[config.mk]
export PLATFORM = sky130hd
export DESIGN_NAME = fiap_flash_iap_control
export DESIGN_NICKNAME = d
export VERILOG_FILES = /design/src/core/fiap_flash_iap_control.v
export VERILOG_INCLUDE_DIRS = /design/src /design/src/core
export SDC_FILE = /design/constraint.sdc
export NUM_CORES = 1
export LEC_CHECK = 0
export ABC_AREA = 0
export BUFFER_PORTS_ARGS = -buffer_cell sky130_fd_sc_hd__buf_2
export CAP_MARGIN = 40
export CELL_PAD_IN_SITES_DETAIL_PLACEMENT = 1
export CELL_PAD_IN_SITES_GLOBAL_PLACEMENT = 1
export CORE_AREA = 2 2 264 266
export DETAILED_ROUTE_END_ITERATION = 7
export DIE_AREA = 0 0 266 268
export PLACE_DENSITY_LB_ADDON = 0.1
export SYNTH_ARGS = -nofsm -noshare
export SYNTH_HDL_FRONTEND = slang
export SYNTH_SLANG_ARGS = --single-unit
export TNS_END_PERCENT = 30
[constraint.sdc]
create_clock -name i_core_clk -period 4.84 [get_ports i_core_clk]
set_input_delay 0.484 -clock i_core_clk [delete_from_list [all_inputs] [get_ports i_core_clk]]
set_output_delay 0.484 -clock i_core_clk [all_outputs]
set_load 0.1 [all_outputs]
[src/core/fiap_defs.vh]
// Register map, field positions and timing constants of the flash IAP controller
`ifndef FIAP_DEFS_VH
`define FIAP_DEFS_VH

`define FIAP_OFS_ADDR_LO     6'h00
`define FIAP_OFS_ADDR_HI     6'h04
`define FIAP_OFS_W0_LO       6'h08
`define FIAP_OFS_W0_HI       6'h0c
`define FIAP_OFS_KD1_LO      6'h10
`define FIAP_OFS_KD1_HI      6'h14
`define FIAP_OFS_KD2_LO      6'h18
`define FIAP_OFS_KD2_HI      6'h1c
`define FIAP_OFS_KD3_LO      6'h20
`define FIAP_OFS_KD3_HI      6'h24
`define FIAP_OFS_MAIN_CTL    6'h28
`define FIAP_OFS_RST_KEY     6'h2c
`define FIAP_OFS_WIPE_CTL    6'h30
`define FIAP_OFS_STATUS      6'h34

`define FIAP_B_GRANTED       7
`define FIAP_B_OP_HI         6
`define FIAP_B_OP_LO         4
`define FIAP_B_UNLOCK        3
`define FIAP_B_PROG          2
`define FIAP_B_RD_PERMIT     1
`define FIAP_B_RD_START      0
`define FIAP_B_WIPE          0

`define FIAP_OP_WRITE        3'h0
`define FIAP_OP_ERASE        3'h1
`define FIAP_OP_READ         3'h3
`define FIAP_OP_UNLOCK       3'h6

`define FIAP_KEY1_LO         8'h00
`define FIAP_KEY2_LO         8'h0d
`define FIAP_KEY3_LO         8'hc3
`define FIAP_KEY1_HI         8'h04
`define FIAP_KEY2_HI         8'h09
`define FIAP_KEY3_HI         8'h40
`define FIAP_CHIP_RST_KEY    8'h55

`define FIAP_PAGE_LAST       5'h1f
`define FIAP_CLK_MHZ         50
`define FIAP_UNLOCK_US       64
`define FIAP_UNLOCK_CYC      (`FIAP_UNLOCK_US * `FIAP_CLK_MHZ)
`define FIAP_RST_PULSE_CYC   5'h10

`endif

[src/core/fiap_flash_iap_control.v]
// Flash in-application programming sequencer with Avalon-MM register slave
//
// Added by the designer: the Avalon-MM register port and the placing of the registers.
`timescale 1ns/10ps
`include "fiap_defs.vh"

module fiap_flash_iap_control #(
    parameter UNLOCK_CYC = `FIAP_UNLOCK_CYC,  // Unlock window in clock cycles
    parameter AW         = 13,                // Flash word address width
    parameter WORDS      = 32                 // Words per page and buffer
) (
    input  wire          i_core_clk,       // System clock, 50 MHz
    input  wire          i_srst,           // Synchronous reset, active high
    input  wire [5:0]    i_avs_address,    // Byte address
    input  wire          i_avs_read,       // Read request
    input  wire          i_avs_write,      // Write request
    input  wire [31:0]   i_avs_writedata,  // Write data
    input  wire [3:0]    i_avs_byteenable, // Byte enables
    output reg  [31:0]   o_avs_readdata,   // Read data
    output wire          o_avs_waitrequest,// Wait request
    output wire [1:0]    o_avs_response,   // 00 ok, 10 slave error
    output wire          o_cpu_stall,      // Halts CPU during an operation
    output reg           o_chip_reset,     // Whole-chip reset pulse
    output reg           o_fl_erase,       // Erase strobe to array
    output reg           o_fl_write,       // Program strobe to array
    output reg           o_fl_read,        // Read strobe to array
    output reg  [AW-1:0] o_fl_addr,        // Array word address
    output reg  [15:0]   o_fl_wdata,       // Array write data
    output reg  [WORDS-1:0] o_fl_mask,     // Words selected for erase/write
    input  wire          i_fl_done,        // Array operation finished
    input  wire [15:0]   i_fl_rdata        // Array read data
);

    localparam S_IDLE  = 5'b00001;
    localparam S_ERASE = 5'b00010;
    localparam S_PROG  = 5'b00100;
    localparam S_READ  = 5'b01000;
    localparam S_WIPE  = 5'b10000;

    reg [4:0]        state_q;
    reg [AW-1:0]     addr_q;
    reg [7:0]        w0_lo_q;
    reg [7:0]        w0_hi_q;
    reg [7:0]        kd_q [0:5];
    reg              granted_q;
    reg [2:0]        op_q;
    reg              unlock_q;
    reg              prog_q;
    reg              rd_permit_q;
    reg              rd_start_q;
    reg              wipe_q;
    reg [31:0]       unlock_cnt_q;
    reg [4:0]        rst_cnt_q;
    reg [15:0]       wbuf_q [0:WORDS-1];
    reg [WORDS-1:0]  tag_q;
    reg [4:0]        wr_idx_q;
    reg              ack_q;
    reg              err_q;
    reg [15:0]       rdata_q;
    reg              wr_wait_q;
    reg [31:0]       rd_mux;

    wire             req = i_avs_read | i_avs_write;
    wire             wr = i_avs_write & ack_q;
    wire             busy = (state_q != S_IDLE);
    wire [7:0]       wb = i_avs_writedata[7:0];
    wire             wr_lane = i_avs_byteenable[0];
    wire             key_ok;
    wire             mapped;
    integer          i;

    // One wait cycle per access keeps the decode registered
    assign o_avs_waitrequest = req & ~ack_q;
    assign o_avs_response    = err_q ? 2'h2 : 2'h0;
    assign o_cpu_stall       = busy;

    assign key_ok = (kd_q[0] == `FIAP_KEY1_LO) && (kd_q[2] == `FIAP_KEY2_LO) &&
                    (kd_q[4] == `FIAP_KEY3_LO) && (kd_q[1] == `FIAP_KEY1_HI) &&
                    (kd_q[3] == `FIAP_KEY2_HI) && (kd_q[5] == `FIAP_KEY3_HI);
    assign mapped = (i_avs_address[1:0] == 2'h0) && (i_avs_address <= `FIAP_OFS_STATUS);

    always @(posedge i_core_clk) begin
        if (i_srst) begin
            ack_q          <= 1'b0;
            err_q          <= 1'b0;
            o_avs_readdata <= 32'h0;
        end else begin
            ack_q          <= req & ~ack_q;
            err_q          <= req & ~ack_q & ~mapped;
            // Latched in the wait cycle so it stands through the acknowledge cycle
            o_avs_readdata <= (i_avs_read & ~ack_q) ? rd_mux : 32'h0;
        end
    end

    always @* begin
        rd_mux = 32'h0;
        case (i_avs_address)
            `FIAP_OFS_ADDR_LO:  rd_mux[7:0] = addr_q[7:0];
            `FIAP_OFS_ADDR_HI:  rd_mux[AW-9:0] = addr_q[AW-1:8];
            `FIAP_OFS_W0_LO:    rd_mux[7:0] = w0_lo_q;
            `FIAP_OFS_W0_HI:    rd_mux[7:0] = w0_hi_q;
            `FIAP_OFS_KD1_LO:   rd_mux[7:0] = kd_q[0];
            `FIAP_OFS_KD1_HI:   rd_mux[7:0] = kd_q[1];
            `FIAP_OFS_KD2_LO:   rd_mux[7:0] = kd_q[2];
            `FIAP_OFS_KD2_HI:   rd_mux[7:0] = kd_q[3];
            `FIAP_OFS_KD3_LO:   rd_mux[7:0] = kd_q[4];
            `FIAP_OFS_KD3_HI:   rd_mux[7:0] = kd_q[5];
            `FIAP_OFS_MAIN_CTL: rd_mux[7:0] = {granted_q, op_q, unlock_q, prog_q,
                                               rd_permit_q, rd_start_q};
            `FIAP_OFS_RST_KEY:  rd_mux[7:0] = 8'h00;
            `FIAP_OFS_WIPE_CTL: rd_mux[7:0] = {7'h00, wipe_q};
            `FIAP_OFS_STATUS:   rd_mux[15:0] = rdata_q;
            default:            rd_mux = 32'h0;
        endcase
    end

    always @(posedge i_core_clk) begin
        if (i_srst) begin
            state_q      <= S_IDLE;
            addr_q       <= {AW{1'b0}};
            w0_lo_q      <= 8'h00;
            w0_hi_q      <= 8'h00;
            granted_q    <= 1'b0;
            op_q         <= 3'h0;
            unlock_q     <= 1'b0;
            prog_q       <= 1'b0;
            rd_permit_q  <= 1'b0;
            rd_start_q   <= 1'b0;
            wipe_q       <= 1'b0;
            unlock_cnt_q <= 32'h0;
            rst_cnt_q    <= 5'h0;
            tag_q        <= {WORDS{1'b0}};
            wr_idx_q     <= 5'h0;
            wr_wait_q    <= 1'b0;
            rdata_q      <= 16'h0000;
            o_chip_reset <= 1'b0;
            o_fl_erase   <= 1'b0;
            o_fl_write   <= 1'b0;
            o_fl_read    <= 1'b0;
            o_fl_addr    <= {AW{1'b0}};
            o_fl_wdata   <= 16'h0000;
            o_fl_mask    <= {WORDS{1'b0}};
            for (i = 0; i < 6; i = i + 1)
                kd_q[i] <= 8'h00;
            for (i = 0; i < WORDS; i = i + 1)
                wbuf_q[i] <= 16'h0000;
        end else begin
            o_fl_erase <= 1'b0;
            o_fl_write <= 1'b0;
            o_fl_read  <= 1'b0;
            // Chip reset pulse held long enough for the reset tree
            if (rst_cnt_q != 5'h0) begin
                rst_cnt_q    <= rst_cnt_q - 5'h1;
                o_chip_reset <= 1'b1;
            end else begin
                o_chip_reset <= 1'b0;
            end
            // Register writes land only when idle, the CPU being stalled while busy; a clear of the granted bit lands while busy too
            if (wr && wr_lane && !busy) begin
                case (i_avs_address)
                    `FIAP_OFS_ADDR_LO: addr_q[7:0] <= wb;
                    `FIAP_OFS_ADDR_HI: addr_q[AW-1:8] <= wb[AW-9:0];
                    `FIAP_OFS_W0_LO:   w0_lo_q <= wb;
                    `FIAP_OFS_W0_HI: begin
                        w0_hi_q <= wb;
                        wbuf_q[addr_q[4:0]] <= {wb, w0_lo_q};
                        tag_q[addr_q[4:0]]  <= 1'b1;
                        if (addr_q[4:0] != `FIAP_PAGE_LAST)
                            addr_q <= addr_q + {{(AW-1){1'b0}}, 1'b1};
                    end
                    `FIAP_OFS_KD1_LO:  kd_q[0] <= wb;
                    `FIAP_OFS_KD1_HI:  kd_q[1] <= wb;
                    `FIAP_OFS_KD2_LO:  kd_q[2] <= wb;
                    `FIAP_OFS_KD2_HI:  kd_q[3] <= wb;
                    `FIAP_OFS_KD3_LO:  kd_q[4] <= wb;
                    `FIAP_OFS_KD3_HI:  kd_q[5] <= wb;
                    `FIAP_OFS_MAIN_CTL: begin
                        if (!wb[`FIAP_B_GRANTED])
                            granted_q <= 1'b0;
                        op_q        <= wb[`FIAP_B_OP_HI:`FIAP_B_OP_LO];
                        rd_permit_q <= wb[`FIAP_B_RD_PERMIT];
                        if (wb[`FIAP_B_UNLOCK] && !unlock_q) begin
                            unlock_q     <= 1'b1;
                            unlock_cnt_q <= 32'h0;
                        end
                        // Launch only in a mode that permits it
                        if (wb[`FIAP_B_PROG] && granted_q && wb[`FIAP_B_GRANTED]) begin
                            if (wb[6:4] == `FIAP_OP_ERASE) begin
                                prog_q     <= 1'b1;
                                state_q    <= S_ERASE;
                                o_fl_erase <= 1'b1;
                                o_fl_addr  <= {addr_q[AW-1:5], 5'h00};
                                o_fl_mask  <= tag_q;
                            end else if (wb[6:4] == `FIAP_OP_WRITE) begin
                                prog_q    <= 1'b1;
                                state_q   <= S_PROG;
                                wr_idx_q  <= 5'h0;
                                wr_wait_q <= 1'b0;
                            end
                        end else if (wb[`FIAP_B_RD_START] && rd_permit_q &&
                                     wb[`FIAP_B_RD_PERMIT] &&
                                     wb[6:4] == `FIAP_OP_READ) begin
                            rd_start_q <= 1'b1;
                            state_q    <= S_READ;
                            o_fl_read  <= 1'b1;
                            o_fl_addr  <= addr_q;
                        end
                    end
                    `FIAP_OFS_RST_KEY:
                        if (wb == `FIAP_CHIP_RST_KEY)
                            rst_cnt_q <= `FIAP_RST_PULSE_CYC;
                    `FIAP_OFS_WIPE_CTL:
                        if (wb[`FIAP_B_WIPE]) begin
                            wipe_q  <= 1'b1;
                            state_q <= S_WIPE;
                        end
                    default: ;
                endcase
            end else if (wr && wr_lane && i_avs_address == `FIAP_OFS_MAIN_CTL &&
                         !wb[`FIAP_B_GRANTED]) begin
                granted_q <= 1'b0;
            end
            // Unlock timer after the writes: a grant at expiry beats a same-cycle clear
            if (unlock_q) begin
                if (unlock_cnt_q >= UNLOCK_CYC - 1) begin
                    unlock_q <= 1'b0;
                    if (key_ok && op_q == `FIAP_OP_UNLOCK)
                        granted_q <= 1'b1;
                end else begin
                    unlock_cnt_q <= unlock_cnt_q + 32'h1;
                end
            end
            case (state_q)
                S_IDLE: ;
                S_ERASE: begin
                    if (!granted_q) begin
                        prog_q  <= 1'b0;
                        state_q <= S_IDLE;
                    end else if (i_fl_done) begin
                        prog_q  <= 1'b0;
                        tag_q   <= {WORDS{1'b0}};
                        state_q <= S_IDLE;
                    end
                end
                S_PROG: begin
                    // One strobe per word; the next waits for the array's answer
                    if (!granted_q) begin
                        prog_q    <= 1'b0;
                        wr_wait_q <= 1'b0;
                        state_q   <= S_IDLE;
                    end else if (!wr_wait_q) begin
                        wr_wait_q  <= 1'b1;
                        o_fl_write <= 1'b1;
                        o_fl_addr  <= {addr_q[AW-1:5], wr_idx_q};
                        o_fl_wdata <= wbuf_q[wr_idx_q];
                        o_fl_mask  <= tag_q;
                    end else if (i_fl_done) begin
                        wr_wait_q <= 1'b0;
                        if (wr_idx_q == `FIAP_PAGE_LAST) begin
                            prog_q  <= 1'b0;
                            tag_q   <= {WORDS{1'b0}};
                            state_q <= S_WIPE;
                        end else begin
                            wr_idx_q <= wr_idx_q + 5'h1;
                        end
                    end
                end
                S_READ: begin
                    if (!rd_permit_q) begin
                        rd_start_q <= 1'b0;
                        state_q    <= S_IDLE;
                    end else if (i_fl_done) begin
                        rdata_q    <= i_fl_rdata;
                        rd_start_q <= 1'b0;
                        state_q    <= S_IDLE;
                    end
                end
                S_WIPE: begin
                    for (i = 0; i < WORDS; i = i + 1)
                        wbuf_q[i] <= 16'h0000;
                    wipe_q  <= 1'b0;
                    state_q <= S_IDLE;
                end
                default: state_q <= S_IDLE;
            endcase
        end
    end

endmodule // fiap_flash_iap_control

; Word-level counts from Yosys, hierarchy flattened
; Memories as Yosys holds them, arrays and structs flattened. A register that Yosys moved wholly into a read port is not among the register bits.
; Cells that the tools add are included.
[classes]
magnitude_cmp = 4
n_eq_ne = 31
n_mux = 184
n_reduce_logical = 43
bitwise_logic = 54
n_addsub = 4
[ops]
columns = operator, count
row1 = 32-bit 2-to-1 mux, 20
row2 = 16-bit 2-to-1 mux, 33
row3 = 5-bit 2-to-1 mux, 28
row4 = 13-bit 2-to-1 mux, 9
row5 = 1-bit 2-to-1 mux, 78
row6 = 5-bit case mux with 13 select lines, 1
row7 = 32-bit case mux with 2 select lines, 1
row8 = 8-bit 2-to-1 mux, 6
row9 = 1-bit OR, 39
row10 = "6-bit == test, second input constant", 6
row11 = 3-bit case mux with 11 select lines, 1
row12 = "32-bit by 1-bit adder with 32-bit output, second input constant", 1
row13 = "32-bit by 12-bit greater-or-equal comparator with 1-bit output, second input constant", 1
row14 = 32-bit OR, 1
row15 = "6-bit by 5-bit == test with 1-bit output, second input constant", 4
row16 = 5-bit case mux with 2 select lines, 2
row17 = 5-bit case mux with 4 select lines, 1
row18 = 1-bit logical AND, 18
row19 = "8-bit by 4-bit == test with 1-bit output, second input constant", 2
row20 = "8-bit by 7-bit == test with 1-bit output, second input constant", 2
row21 = 8-bit case mux with 2 select lines, 1
row22 = 16-bit OR reduction, 1
row23 = 3-bit AND reduction, 5
row24 = "13-bit by 1-bit adder with 13-bit output, second input constant", 1
row25 = 36 further kinds, 58
[totals]
mem_count = 2
ramBits = 560
out_inout_bits = 101
ff_bits = 217
inputBits = 63
word_cells = 351
[memory_table]
columns = name, words, width, rd, rd_clocked_by_memory_dff, wr, line_no
row1 = wbuf_q, 32, 16, 1, 1, 32, fiap_flash_iap_control.v:54  ; reg [15:0] wbuf_q [0:WORDS-1];
row2 = kd_q, 6, 8, 6, 0, 6, fiap_flash_iap_control.v:44  ; reg [7:0] kd_q [0:5];

; Logic depth before layout (Yosys ltp)
[depth]
ltp_word = 12
mapped_depth = 10

; Worst setup path before layout
; No wires, ideal clock.
[synth_timing]
path_kind = in2reg
start = input port i_avs_address[0]
end = memory wbuf_q[5][0], enable pin
stages = 7
setup_slack_ps = 1288
arrival_ps = 3141
path_cell_list = clkbuf_1 -> nand4bb_1 -> nor2_4 -> nand3_1 -> buf_6 -> buf_2 -> o21ai_0
[synth_lines]
columns = item, line_no
row1 = start: declaration, fiap_flash_iap_control.v:14  ; input wire [5:0] i_avs_address,
row2 = end: declaration, fiap_flash_iap_control.v:54

==> impl_table.tex <==
\begin{tabular}{lr}
\hline
Metric & Value \\
\hline
\multicolumn{2}{l}{\textbf{Run status}} \\
\quad Result of the run & finished, final reports clean \\
\multicolumn{2}{l}{\textbf{Placed design}} \\
\quad Dpl hpwl & just under 70000 um \\
\quad Placer Congestion & about 0.96 \\
\quad Cell area reported after detailed placement & $\sim$0.036 mm\^{}2 \\
\quad Worst slack at placement & approximately 1.1 ns \\
\quad Count of input and output buffers & between 100 and 150 \\
\multicolumn{2}{l}{\textbf{Global route}} \\
\quad Global route hottest layer & met2 \\
\quad Met1 capacity usage during global routing & between 30\% and 40\% \\
\quad Initial antenna violation count & 1 \\
\quad Wire length of the first global-routing pass & $\sim$160000 um \\
\quad Fraction of met2 tracks used by global routing & about 50\% \\
\quad Number of global-route vias before repair & approximately 24k \\
\quad Met3 demand-to-capacity share in global routing & about 4\% \\
\quad Total global routing overflow & 0 \\
\quad Total global-route track usage & 29.55\% \\
\quad Largest net degree at the start of global routing & 80 \\
\multicolumn{2}{l}{\textbf{Clock network}} \\
\quad Clock tree from TritonCTS & done \\
\quad Clock net sink count & roughly 780 \\
\quad H-tree lvl count & 3 \\
\quad Setup repair bufs after CTS & 0 \\
\quad Bufs on Longest Clock Path & 3 \\
\quad Clock edge transition at the registers on the reported setup and hold paths & 0.06 ns \\
\quad Hold bufs inserted after CTS & 0 \\
\quad Num CTS Buffers & slightly above 80 \\
\quad Root buffer selected by CTS & sky130\_fd\_sc\_hd\_\_clkbuf\_16 \\
\quad Clock latency at the later pin of the worst-skew pair & 0.63 ns \\
\quad Count of cells resized by post-cts repair & 0 \\
\multicolumn{2}{l}{\textbf{Job}} \\
\quad Count of max-cap constraint violations & 0 \\
\multicolumn{2}{l}{\textbf{Finish}} \\
\quad Fraction of final layout cells with drive strength greater than 1 & between 10\% and 20\% \\
\quad Number of nets in the layout & 2874 \\
\quad Count of antenna diodes in the layout & 0 \\
\quad Utilization after layout & between 50 and 60\% \\
\quad Growth of design area from synthesis to finish & 12.33\% \\
\quad Final instance area & approximately 0.039 mm\^{}2 \\
\multicolumn{2}{l}{\textbf{Power}} \\
\quad Clk network pwr share & 45.1\% \\
\quad Internal power contribution & 11.38 mW \\
\quad Share of power burned in combinational logic & 4.4\% \\
\quad Power density normalized to cell area & between 300 and 400 mW/mm\^{}2 \\
\quad Highest ir drop seen on vdd & 0.2337 mV \\
\quad Leak pwr & between 10 and 15 nW \\
\quad Post-layout total power & around 15 mW \\
\quad Sw power & roughly 3.2 mW \\
\quad Sw Ratio & roughly 22\% \\
\quad Sequential group share of total power & between 50 and 60\% \\
\multicolumn{2}{l}{\textbf{Route}} \\
\quad DRC viols & 0 \\
\quad Remaining antenna violation count after routing & 0 \\
\quad Via count & 23.05k \\
\quad Number of vias per cell & 6.147 \\
\quad Number of search-and-repair iterations in the first detailed-routing pass & 5 \\
\quad Wire length per cell after detailed routing & around 28 um \\
\quad Wirelength, routed & roughly 100000 um \\
\quad DRT iter0 DRCs & 1960 \\
\multicolumn{2}{l}{\textbf{STA}} \\
\quad Total negative slack & 0 ns \\
\quad Finish-stage setup viols & 0 \\
\quad Fin crit share & between 70\% and 80\% \\
\quad Fmax & 0.2714 GHz \\
\quad Min setup slack post-route & between 1 and 1.5 ns \\
\quad Number of hold violations in the final report & 0 \\
\quad Pins over their slew limit & 0 \\
\quad Max Clock Skew & between 0.02 and 0.03 ns \\
\quad Worst-margin pin slew & $\sim$0.95 ns \\
\quad Remaining max-slew budget at the tightest pin & around 37\% \\
\quad Min Tclk post-route & around 3.7 ns \\
\quad RSZ-0062 raised after global routing & false \\
\multicolumn{2}{l}{\textbf{Synthesis}} \\
\quad Library cell with the largest summed area after synthesis & sky130\_fd\_sc\_hd\_\_edfxtp\_1 \\
\quad Number of synthesized register bits & slightly below 800 \\
\quad Most used flip-flop cell after synthesis & sky130\_fd\_sc\_hd\_\_edfxtp\_1 \\
\quad Count of distinct cell types in the synthesized netlist & 86 \\
\quad Share of the synthesized area in the top cell type & 48.47\% \\
\quad Mapped cell area & $\sim$0.035 mm\^{}2 \\
\quad Post-synthesis sequential area ratio & between 60 and 70\% \\
\quad Synthesized instance count & between 2k and 3k \\
\quad Number of warnings reported in the yosys synthesis log & 0 \\
\quad Most area-consuming cells after synthesis & sky130\_fd\_sc\_hd\_\_edfxtp\_1, sky130\_fd\_sc\_hd\_\_dfxtp\_1, sky130\_fd\_sc\_hd\_\_and2\_1 \\
\quad Async SR Flop Fraction & 0\% \\
\quad Post-synth EDFFs & 560 \\
\quad Most repeated cell in the gate-level netlist after synthesis & sky130\_fd\_sc\_hd\_\_edfxtp\_1 \\
\quad Top cell types by occurrence after synthesis & sky130\_fd\_sc\_hd\_\_edfxtp\_1, sky130\_fd\_sc\_hd\_\_and2\_1, sky130\_fd\_sc\_hd\_\_dfxtp\_1 \\
\quad Post-Syn Area per Cell & roughly 13 um\^{}2 \\
\multicolumn{2}{l}{\textbf{Floorplan}} \\
\quad Y dimension of the die & 268 um \\
\quad Area of the core & roughly 0.068 mm\^{}2 \\
\quad Die area & between 0.07 and 0.08 mm\^{}2 \\
\quad Number of placement rows & between 90 and 100 \\
\quad Boundary pin count & 164 \\
\quad Die span in x & roughly 270 um \\
\quad Initial standard-cell utilization of the core & about 51\% \\
\multicolumn{2}{l}{\textbf{Worst setup path}} \\
\quad CP Max Fanout & 16 \\
\quad Type of origin of the critical path & flip-flop \\
\quad Arrival time worst endpoint & around 4.2 ns \\
\quad Crit. End Element & flip-flop \\
\quad Category of the most critical setup path & flip-flop to flip-flop \\
\quad Required arrival time at the worst endpoint & around 5.3 ns \\
\multicolumn{2}{l}{\textbf{Worst hold path}} \\
\quad Class of the tightest hold or removal check & input port to flip-flop \\
\hline
\end{tabular}
area by class of cell:
cell class | instances | area (um^2)
multi-input cells | 1700 | 12360
clock buffers | 133 | 2549
clock inverters | 18 | 257.7
fillers | 6728 | 29250
inverters | 17 | 63.81
flip-flops and latches | 777 | 21170
repair buffers | 223 | 1463
well taps | 882 | 1104
path summary, 6_finish.rpt:
| kind | startpoint | endpoint | slack (ns) | cells after the start |
|---|---|---|---|---|
| min reg2reg | o_fl_wdata[10] | o_fl_wdata[10] | 0.45 | 1 |
| max reg2reg | state_q[1] | wbuf_q[27][7] | 1.16 | 6 |
| max | state_q[1] | wbuf_q[27][7] | 1.16 | 6 |
| min | i_fl_rdata[11] | rdata_q[11] | 0.11 | 3 |
placed cells by master, fill, tap and decap left out, types with 13 or more instances in the layout:
cell type / Yosys / routed
sky130_fd_sc_hd__o21ai_0: 70 / 38
sky130_fd_sc_hd__clkbuf_8: 0 / 22
sky130_fd_sc_hd__mux2i_1: 19 / 19
sky130_fd_sc_hd__a22o_1: 18 / 18
sky130_fd_sc_hd__nand3_1: 56 / 55
sky130_fd_sc_hd__mux4_2: 129 / 129
sky130_fd_sc_hd__buf_4: 23 / 92
sky130_fd_sc_hd__a21oi_1: 146 / 145
sky130_fd_sc_hd__nor2_1: 78 / 77
sky130_fd_sc_hd__a211oi_1: 13 / 13
sky130_fd_sc_hd__o22ai_1: 41 / 41
sky130_fd_sc_hd__nor2_4: 13 / 13
sky130_fd_sc_hd__clkbuf_16: 0 / 86
sky130_fd_sc_hd__edfxtp_1: 560 / 560
sky130_fd_sc_hd__buf_2: 41 / 120
sky130_fd_sc_hd__clkbuf_1: 160 / 25
sky130_fd_sc_hd__nor2b_1: 17 / 17
sky130_fd_sc_hd__nand2_1: 205 / 205
sky130_fd_sc_hd__and2_1: 530 / 530
sky130_fd_sc_hd__o21ai_1: 0 / 32
sky130_fd_sc_hd__nor4_1: 60 / 60
sky130_fd_sc_hd__inv_1: 15 / 15
sky130_fd_sc_hd__conb_1: 1 / 17
sky130_fd_sc_hd__dfxtp_1: 217 / 212
sky130_fd_sc_hd__nor3_1: 57 / 57
critical path, cell delays in order, from the launching register on:
cell and delay (ns):
sky130_fd_sc_hd__dfxtp_1 0.38, sky130_fd_sc_hd__or4b_4 0.60, sky130_fd_sc_hd__nor3_4 0.73, sky130_fd_sc_hd__nand3_2 0.66, sky130_fd_sc_hd__nor3_1 0.78, sky130_fd_sc_hd__buf_4 0.27
sky130_fd_sc_hd__and2_1 0.14
logic make-up (layout without fill, tap and decap cells):
kind of cell | after synthesis | count (layout) | share of synthesized area (%)
XOR/XNOR | 4 | 4 | 0.1010
multiplexers | 150 | 150 | 8.987
adder cells (fa/ha/maj) | 9 | 9 | 0.3246
buffers and inverters | 281 | 391 | 3.653
other | 1 | 17 | 0.01081
flip-flops | 777 | 777 | 60.99
AND/OR/NAND/NOR | 1140 | 1140 | 19.13
AO/OA/AOI/OAI | 380 | 380 | 6.801
per-layer routing:
metal | share of wire, % | vias to the layer above
met1 | 41 | 11950
met4 | 4.3 | 0
met3 | 5.5 | 193
met2 | 50 | 777
li1 | - | 10130
met5 | 0 | -
registers in the layout, summed over array words and instances (netlist names), 3 cells and up:
register	flops
rst_cnt_q	5
o_fl_wdata	16
rdata_q	16
o_fl_mask	32
unlock_cnt_q	32
o_fl_addr	13
wr_idx_q	5
op_q	3
o_avs_readdata	16
tag_q	32
state_q	5
w0_hi_q	8
addr_q	13
w0_lo_q	8
kd_q	48
wbuf_q	512
power groups by stage:
stage / Combinational (mW) / Sequential, mW / Clock [mW]
after floorplan: 0.411 / 7.50 / 0
after global placement: 0.613 / 7.48 / 0
after detailed placement: 0.643 / 7.50 / 0
after CTS: 0.647 / 7.36 / 6.65
after global routing: 0.691 / 7.37 / 6.90
final: 0.646 / 7.36 / 6.57
metrics by stage:
step,instances,hold slack [ns]
floorplan,2758,0.4205
global placement,3581,0.4300
detailed placement,3599,0.4365
CTS,3750,0.07778
global route,3750,0.1010
finish,3750,0.1092
(Power assumes the default switching activity.)
